<file path="src/awd_defines.svh">
`ifndef AWD_DEFINES_SVH
`define AWD_DEFINES_SVH
// ---------------------------------------------------------------------------
// Summary of operation
// - Enable rising edge captures the scaled live value as reference and arms the window.
// - Live and reference values are scaled as sample times gain plus offset.
// - Output high while enabled and scaled live value is outside the window.
// - Output low when value is back inside the window or enable is low.
// - Gain holds -10.00 to 10.00 in hundredths.
// - Zero offset holds integers from -10000 to 10000.
// - Upper margin above reference holds 0 to 20000.
// - Lower margin below reference holds 0 to 20000.
// - Decimal places 0 to 3 only go to display; never affect comparison.
// - Retentive option keeps reference and output state across power loss.
// - Each margin may come from another block's actual value, by number.
// ---------------------------------------------------------------------------

// ---------------------------------------------------------------------------
// Widths
// ---------------------------------------------------------------------------
`define AWD_ADDR_W     8
`define AWD_DATA_W     32
`define AWD_SMP_W      16
`define AWD_ACT_W      24
`define AWD_MRG_W      15
`define AWD_BLK_W      8

// ---------------------------------------------------------------------------
// Register offsets
// ---------------------------------------------------------------------------
`define AWD_OFS_CTRL   8'h00
`define AWD_OFS_GAIN   8'h04
`define AWD_OFS_ZOFS   8'h08
`define AWD_OFS_MUP    8'h0C
`define AWD_OFS_MLO    8'h10
`define AWD_OFS_SRCUP  8'h14
`define AWD_OFS_SRCLO  8'h18
`define AWD_OFS_REF    8'h1C
`define AWD_OFS_LIVE   8'h20
`define AWD_OFS_STAT   8'h24

// ---------------------------------------------------------------------------
// Field positions
// ---------------------------------------------------------------------------
`define AWD_CTRL_RET   0
`define AWD_CTRL_DECLO 1
`define AWD_CTRL_DECHI 2
`define AWD_CTRL_UPX   3
`define AWD_CTRL_LOX   4
`define AWD_STAT_Q     0
`define AWD_STAT_EN    1

// ---------------------------------------------------------------------------
// Limits and reset values
// ---------------------------------------------------------------------------
`define AWD_GAIN_MIN   32'shFFFF_FC18
`define AWD_GAIN_MAX   32'sh0000_03E8
`define AWD_ZOFS_MIN   32'shFFFF_D8F0
`define AWD_ZOFS_MAX   32'sh0000_2710
`define AWD_MRG_MAX    32'sh0000_4E20
`define AWD_GAIN_DIV   32'sh0000_0064
`define AWD_GAIN_RST   16'sh0064
`define AWD_ZOFS_RST   16'sh0000
`define AWD_MRG_RST    15'h0000
`define AWD_DEC_RST    2'h0

`endif

</file>
<file path="src/awd_pkg.sv">
package awd_pkg;
`include "awd_defines.svh"

  typedef struct packed {
    logic                          ret;
    logic [1:0]                    dec;
    logic                          up_ext;
    logic                          lo_ext;
    logic signed [`AWD_SMP_W-1:0]  gain;
    logic signed [`AWD_SMP_W-1:0]  zofs;
    logic [`AWD_MRG_W-1:0]         mup;
    logic [`AWD_MRG_W-1:0]         mlo;
    logic [`AWD_BLK_W-1:0]         src_up;
    logic [`AWD_BLK_W-1:0]         src_lo;
    logic signed [`AWD_ACT_W-1:0]  ref_act;
    logic                          en_prev;
    logic                          q;
    logic [`AWD_DATA_W-1:0]        rdata;
  } awd_state_s;

endpackage

</file>
<file path="src/awd_scaler.sv">
`timescale 1ns/100ps
`include "awd_defines.svh"
module awd_scaler #(
  parameter int IN_W  = `AWD_SMP_W,
  parameter int OUT_W = `AWD_ACT_W
) (
  input  wire logic signed [IN_W-1:0]  sample_i,
  input  wire logic signed [15:0]      gain_i,
  input  wire logic signed [15:0]      zofs_i,
  output logic signed [OUT_W-1:0]      actual_o
);
  // Gain is in hundredths, so the product is divided by one hundred.
  logic signed [31:0] prod;
  logic signed [31:0] quot;
  logic signed [31:0] sum;

  assign prod     = 32'(sample_i) * 32'(gain_i);
  assign quot     = prod / `AWD_GAIN_DIV;
  assign sum      = quot + 32'(zofs_i);
  assign actual_o = sum[OUT_W-1:0];
endmodule // awd_scaler

</file>
<file path="src/awd_watchdog.sv">
// Our own choices: the address-and-strobe port and the register offsets.
`timescale 1ns/100ps
`include "awd_defines.svh"
module awd_watchdog
  import awd_pkg::*;
(
  input  wire logic                         core_clk_i,
  input  wire logic                         srst_i,
  input  wire logic                         cold_start_i,
  input  wire logic                         enable_i,
  input  wire logic signed [`AWD_SMP_W-1:0] analog_sample_in_i,
  input  wire logic signed [`AWD_SMP_W-1:0] ext_margin_up_i,
  input  wire logic signed [`AWD_SMP_W-1:0] ext_margin_lo_i,
  input  wire logic [`AWD_ADDR_W-1:0]       reg_addr_i,
  input  wire logic [`AWD_DATA_W-1:0]       reg_wdata_i,
  input  wire logic                         reg_wr_i,
  input  wire logic                         reg_rd_i,
  output logic [`AWD_DATA_W-1:0]            reg_rdata_o,
  output logic                              alarm_q_o,
  output logic [1:0]                        decimals_o,
  output logic [`AWD_BLK_W-1:0]             margin_src_up_o,
  output logic [`AWD_BLK_W-1:0]             margin_src_lo_o
);

  // -------------------------------------------------------------------------
  // Saturating helpers for parameter writes and sourced margins.
  // -------------------------------------------------------------------------
  function automatic logic signed [15:0] sat16(
    input logic signed [31:0] v,
    input logic signed [31:0] lo,
    input logic signed [31:0] hi
  );
    logic signed [31:0] r;
    r = v;
    if (v < lo) begin
      r = lo;
    end else if (v > hi) begin
      r = hi;
    end
    return r[15:0];
  endfunction

  function automatic logic [`AWD_MRG_W-1:0] sat_mrg(
    input logic signed [31:0] v
  );
    logic signed [31:0] r;
    r = v;
    if (v < 32'sh0000_0000) begin
      r = 32'sh0000_0000;
    end else if (v > `AWD_MRG_MAX) begin
      r = `AWD_MRG_MAX;
    end
    return r[`AWD_MRG_W-1:0];
  endfunction

  // -------------------------------------------------------------------------
  // State and datapath signals.
  // -------------------------------------------------------------------------
  awd_state_s                     st_reg;
  awd_state_s                     st_next;
  awd_state_s                     st_warm;
  awd_state_s                     st_cold;
  logic                           en_rise;
  logic signed [`AWD_ACT_W-1:0]   live_act;
  logic signed [`AWD_ACT_W-1:0]   ref_eff;
  logic [`AWD_MRG_W-1:0]          mup_eff;
  logic [`AWD_MRG_W-1:0]          mlo_eff;
  logic signed [`AWD_ACT_W+1:0]   win_top;
  logic signed [`AWD_ACT_W+1:0]   win_bot;
  logic                           outside;
  logic signed [31:0]             wsig;

  // -------------------------------------------------------------------------
  // Scaling, edge detect and window.
  // -------------------------------------------------------------------------
  awd_scaler #(
    .IN_W  (`AWD_SMP_W),
    .OUT_W (`AWD_ACT_W)
  ) u_scaler (
    .sample_i (analog_sample_in_i),
    .gain_i   (st_reg.gain),
    .zofs_i   (st_reg.zofs),
    .actual_o (live_act)
  );

  assign en_rise = enable_i & ~st_reg.en_prev;
  // The window opens around the value being captured in the edge cycle.
  assign ref_eff = en_rise ? live_act : st_reg.ref_act;
  assign mup_eff = st_reg.up_ext ?
                   sat_mrg(32'(ext_margin_up_i)) : st_reg.mup;
  assign mlo_eff = st_reg.lo_ext ?
                   sat_mrg(32'(ext_margin_lo_i)) : st_reg.mlo;
  assign wsig    = reg_wdata_i;

  awd_window #(
    .ACT_W (`AWD_ACT_W),
    .MRG_W (`AWD_MRG_W)
  ) u_window (
    .value_i   (live_act),
    .ref_i     (ref_eff),
    .mup_i     (mup_eff),
    .mlo_i     (mlo_eff),
    .top_o     (win_top),
    .bot_o     (win_bot),
    .outside_o (outside)
  );

  // -------------------------------------------------------------------------
  // Reset images.
  // -------------------------------------------------------------------------
  always_comb begin
    st_cold         = '0;
    st_cold.dec     = `AWD_DEC_RST;
    st_cold.gain    = `AWD_GAIN_RST;
    st_cold.zofs    = `AWD_ZOFS_RST;
    st_cold.mup     = `AWD_MRG_RST;
    st_cold.mlo     = `AWD_MRG_RST;
    st_warm         = st_reg;
    st_warm.rdata   = '0;
    if (!st_reg.ret) begin
      st_warm.ref_act = '0;
      st_warm.en_prev = 1'b0;
      st_warm.q       = 1'b0;
    end
  end

  // -------------------------------------------------------------------------
  // Next state: evaluation, register writes and reads.
  // -------------------------------------------------------------------------
  always_comb begin
    st_next         = st_reg;
    st_next.en_prev = enable_i;
    if (en_rise) begin
      st_next.ref_act = live_act;
    end
    st_next.q = enable_i & outside;
    if (reg_wr_i) begin
      case (reg_addr_i)
        `AWD_OFS_CTRL: begin
          st_next.ret    = reg_wdata_i[`AWD_CTRL_RET];
          st_next.dec    = reg_wdata_i[`AWD_CTRL_DECHI:`AWD_CTRL_DECLO];
          st_next.up_ext = reg_wdata_i[`AWD_CTRL_UPX];
          st_next.lo_ext = reg_wdata_i[`AWD_CTRL_LOX];
        end
        `AWD_OFS_GAIN: begin
          st_next.gain = sat16(wsig, `AWD_GAIN_MIN, `AWD_GAIN_MAX);
        end
        `AWD_OFS_ZOFS: begin
          st_next.zofs = sat16(wsig, `AWD_ZOFS_MIN, `AWD_ZOFS_MAX);
        end
        `AWD_OFS_MUP: begin
          st_next.mup = sat_mrg(wsig);
        end
        `AWD_OFS_MLO: begin
          st_next.mlo = sat_mrg(wsig);
        end
        `AWD_OFS_SRCUP: begin
          st_next.src_up = reg_wdata_i[`AWD_BLK_W-1:0];
        end
        `AWD_OFS_SRCLO: begin
          st_next.src_lo = reg_wdata_i[`AWD_BLK_W-1:0];
        end
        default: begin
        end
      endcase
    end
    st_next.rdata = '0;
    if (reg_rd_i) begin
      case (reg_addr_i)
        `AWD_OFS_CTRL: begin
          st_next.rdata[`AWD_CTRL_RET]                 = st_reg.ret;
          st_next.rdata[`AWD_CTRL_DECHI:`AWD_CTRL_DECLO] = st_reg.dec;
          st_next.rdata[`AWD_CTRL_UPX]                 = st_reg.up_ext;
          st_next.rdata[`AWD_CTRL_LOX]                 = st_reg.lo_ext;
        end
        `AWD_OFS_GAIN:  st_next.rdata = 32'(st_reg.gain);
        `AWD_OFS_ZOFS:  st_next.rdata = 32'(st_reg.zofs);
        `AWD_OFS_MUP:   st_next.rdata = 32'(mup_eff);
        `AWD_OFS_MLO:   st_next.rdata = 32'(mlo_eff);
        `AWD_OFS_SRCUP: st_next.rdata = 32'(st_reg.src_up);
        `AWD_OFS_SRCLO: st_next.rdata = 32'(st_reg.src_lo);
        `AWD_OFS_REF:   st_next.rdata = 32'(st_reg.ref_act);
        `AWD_OFS_LIVE:  st_next.rdata = 32'(live_act);
        `AWD_OFS_STAT: begin
          st_next.rdata[`AWD_STAT_Q]  = st_reg.q;
          st_next.rdata[`AWD_STAT_EN] = st_reg.en_prev;
        end
        default: begin
          st_next.rdata = '0;
        end
      endcase
    end
  end

  // -------------------------------------------------------------------------
  // State register.
  // -------------------------------------------------------------------------
  always_ff @(posedge core_clk_i) begin
    if (srst_i && cold_start_i) begin
      st_reg <= st_cold;
    end else if (srst_i) begin
      st_reg <= st_warm;
    end else begin
      st_reg <= st_next;
    end
  end

  assign reg_rdata_o     = st_reg.rdata;
  assign alarm_q_o       = st_reg.q;
  assign decimals_o      = st_reg.dec;
  assign margin_src_up_o = st_reg.src_up;
  assign margin_src_lo_o = st_reg.src_lo;
endmodule // awd_watchdog

</file>
<file path="src/awd_window.sv">
`timescale 1ns/100ps
`include "awd_defines.svh"
module awd_window #(
  parameter int ACT_W = `AWD_ACT_W,
  parameter int MRG_W = `AWD_MRG_W
) (
  input  wire logic signed [ACT_W-1:0] value_i,
  input  wire logic signed [ACT_W-1:0] ref_i,
  input  wire logic [MRG_W-1:0]        mup_i,
  input  wire logic [MRG_W-1:0]        mlo_i,
  output logic signed [ACT_W+1:0]      top_o,
  output logic signed [ACT_W+1:0]      bot_o,
  output logic                         outside_o
);
  logic signed [ACT_W+1:0] val_w;

  assign val_w     = (ACT_W+2)'(value_i);
  assign top_o     = (ACT_W+2)'(ref_i) + (ACT_W+2)'({1'b0, mup_i});
  assign bot_o     = (ACT_W+2)'(ref_i) - (ACT_W+2)'({1'b0, mlo_i});
  // Bounds themselves count as inside.
  assign outside_o = (val_w > top_o) || (val_w < bot_o);
endmodule // awd_window

</file>
<file path="config.mk">
export PLATFORM = sky130hd
export DESIGN_NAME = awd_watchdog
export DESIGN_NICKNAME = d
export VERILOG_FILES = /design/src/awd_pkg.sv /design/src/awd_scaler.sv /design/src/awd_watchdog.sv /design/src/awd_window.sv
export VERILOG_INCLUDE_DIRS = /design/src
export SDC_FILE = /design/constraint.sdc
export NUM_CORES = 2
export LEC_CHECK = 0
export BUFFER_PORTS_ARGS = -buffer_cell sky130_fd_sc_hd__buf_2
export CORE_MARGIN = 10
export CORE_UTILIZATION = 55
export DETAILED_ROUTE_END_ITERATION = 7
export HOLD_SLACK_MARGIN = 0.05
export PLACE_DENSITY = 0.76
export RECOVER_POWER = 50
export SLEW_MARGIN = 20
export SYNTH_ARGS = -nofsm -noshare
export SYNTH_HDL_FRONTEND = slang
export SYNTH_SLANG_ARGS = --single-unit
export TNS_END_PERCENT = 20
</file>
<file path="constraint.sdc">
create_clock -name core_clk_i -period 25.7 [get_ports core_clk_i]
set_input_delay 0 -clock core_clk_i [delete_from_list [all_inputs] [get_ports core_clk_i]]
set_output_delay 0 -clock core_clk_i [all_outputs]
set_load 0.05 [all_outputs]
</file>
==> results.md <==
* Outcome: complete, but fails checks
* Failing checks: max-capacitance violations, max-slew violations, negative setup slack
* Most area-hungry cell type in the Yosys netlist: fa_1
* Final Max Slew Viols at 70
* R2R setup slack at -1.69 ns
* Max reg flops at 90
* # setup viols final at 5
* Area Overhead vs Synth at 35.15%
* Syn nets at 4,235
* Chip height at 248.4 µm
* Tot GR Track Use at 32.09%
* Cell mode on critical path: buf_4
* Main area contributors after synthesis: fa_1 (18%), dfxtp_1 (9.3%), ha_1 (8.1%)
* Startpoint types: flop
* Fill cells at 3,753
* Sequential fraction of the synthesis area at 9.284%
* Post-synth EDFFs at 0
* First-pass detailed-route iteration total at 8
* DP HPWL at 79,860 µm
* Num rows at 83
* Syn Area/Cell at 7.772 µm²
* Root buf cell: clkbuf_16
* Share of cells above drive strength 1 at 31.83%
* Ys flop type: dfxtp_1
* Critical Path RT at 26.08 ns
* Die width at 248.4 µm
* PortBufs at 144
* Placer congestion estimate at 1.006
* CP max-delay cell: fa_1
* DR iter-0 viols at 2,899
* Nets at 5,125
* Maxcap violations at 1
* IO Pins at 145
* Hold WS at 0.1292 ns
* #FFs+latches synth at 133
* Clk sinks at 133
* Crit path time final at 27.39 ns
* CP endpoint kind: flop
* Clk buf depth at 2
* Post-synth top cells: nand2_1 (422), inv_1 (401), fa_1 (265)
* Worst-Margin Slew at 3.164 ns
* Mapped cell area at 28,680 µm²
* Crit path largest cell delay at 0.59 ns
* Post-synth top area share at 18.50%
* Vias per Instance at 6.029
* RSZ-0062 raised after global routing: true
* Max Clk Rate at 36.51 MHz
* Yosys cell types at 137
* Fin. Hold Viols at 0
* Hold Crit Class: in2reg
* Yosys warnings at 0
* Worst Setup Slack, final at -1.689 ns
* Vias in the first global route at 31.73k
* Largest net degree at the start of global routing at 70
* Synth async-reset ratio at 0%
* Antenna violations before repair at 4
* Die area at 61,680 µm²
* CP arrival at 27.77 ns
* Post-Synthesis Cells at 3,690
* Final period util at 106.6%
* Total grt overflow at 0
* Initial Utilization at 55.68%
* Worst-Skew Late Latency at 0.46 ns
* Num CTS Buffers at 17
* Most common cell in the netlist: nand2_1
* Post-route ant nets at 0
* Critical path class: reg2reg
* CP Max Fanout at 8
* Final Skew at 0.01718 ns
* CTS tree: built
* Rel. slew slack at -111.0%
* Reg clk slew, reported paths at 0.07 ns
* Core area at 51,510 µm²
* Vias at 31.81k
* Routed WL at 102,100 µm
* Htree depth at 4
* First-pass GRT wire length at 161,500 µm
* # DRC at 0
* Drt wl/cell at 19.35 µm
==> cell usage in the layout (no fill, tap or decap), types with 117 or more instances in the layout <==
cell type and instances:
buf_4 887, nand2_1 413, inv_1 399, fa_1 259, a21oi_1 211, nor2_1 188, ha_1 175, and2_1 160
xnor2_1 121, dfxtp_1 118, o21ai_0 117
==> critical path, delay by kind of cell, from the launching register on <==
family,cells,cell delay (ns)
AND/OR/NAND/NOR,30,4.17
multiplexers,4,1.31
flip-flops,1,0.35
AO/OA/AOI/OAI,57,12.58
XOR/XNOR,4,0.58
adder cells (fa/ha/maj),11,4.76
buffers and inverters,26,3.53
==> per-layer routing <==
layer / GRT usage [%] / part of all wire [%] / vias to the layer above
met4: 14.97 / 5.0 / 2
li1: - / - / 14670
met2: 55.60 / 49 / 1486
met5: 0 / 0.013 / -
met1: 38.63 / 38 / 15280
met3: 4.724 / 7.9 / 370
==> final timing paths <==
| kind | endpoint | cells after the start | startpoint |
|---|---|---|---|
| max | alarm_q_o | 132 | st_reg[126] |
| min | st_reg[119] | 4 | reg_wdata_i[14] |
| max reg2reg | alarm_q_o | 132 | st_reg[126] |
| min reg2reg | st_reg[92] | 2 | st_reg[92] |
==> through the flow <==
stage	TNS (ns)	cells	setup WS, ns	utilization, %	area, µm²
finish	-2.700	5276	-1.689	75.25	38760
global route	-18.73	5274	-3.058	75.24	38750
CTS	-1.100	5230	-1.100	73.21	37710
detailed placement	-4.530	5145	-1.973	69.83	35970
global placement	-1.784	5145	-1.399	69.83	35970
floorplan	-0.2544	3690	-0.2544	-	29300
==> final cells by class <==
cell class                 instances  area [µm²]  area share, %
clock inverter                    14       163.9         0.4229
antenna                            3       7.507        0.01937
timing repair buffer            1074        7784          20.08
tap                              680       850.8          2.195
clock buffer                      18       439.2          1.133
inverter                         405        1524          3.932
multi-input combinational       2949       25310          65.29
sequential                       133        2684          6.924
==> cell families after synthesis <==
family                     synth area share [%]
xor gates and xnor gates                  5.885
buffers and inverters                     9.140
muxes                                     2.081
DFF                                       9.284
and+or+nand+nor                           22.09
AOI/OAI and AO/OA                         24.73
adders and majority gates                 26.79
==> what timing repair did <==
item,CTS,global route
buffers inserted,32,45
resized for setup,142,163
endpoints found under the setup margin,12,31
pin swaps,77,114
endpoints found under the hold margin,76,0
hold buffers,21,0
Power is not shown: default switching activity piles up to over one toggle a cycle in this logic, so the estimate is an artifact.
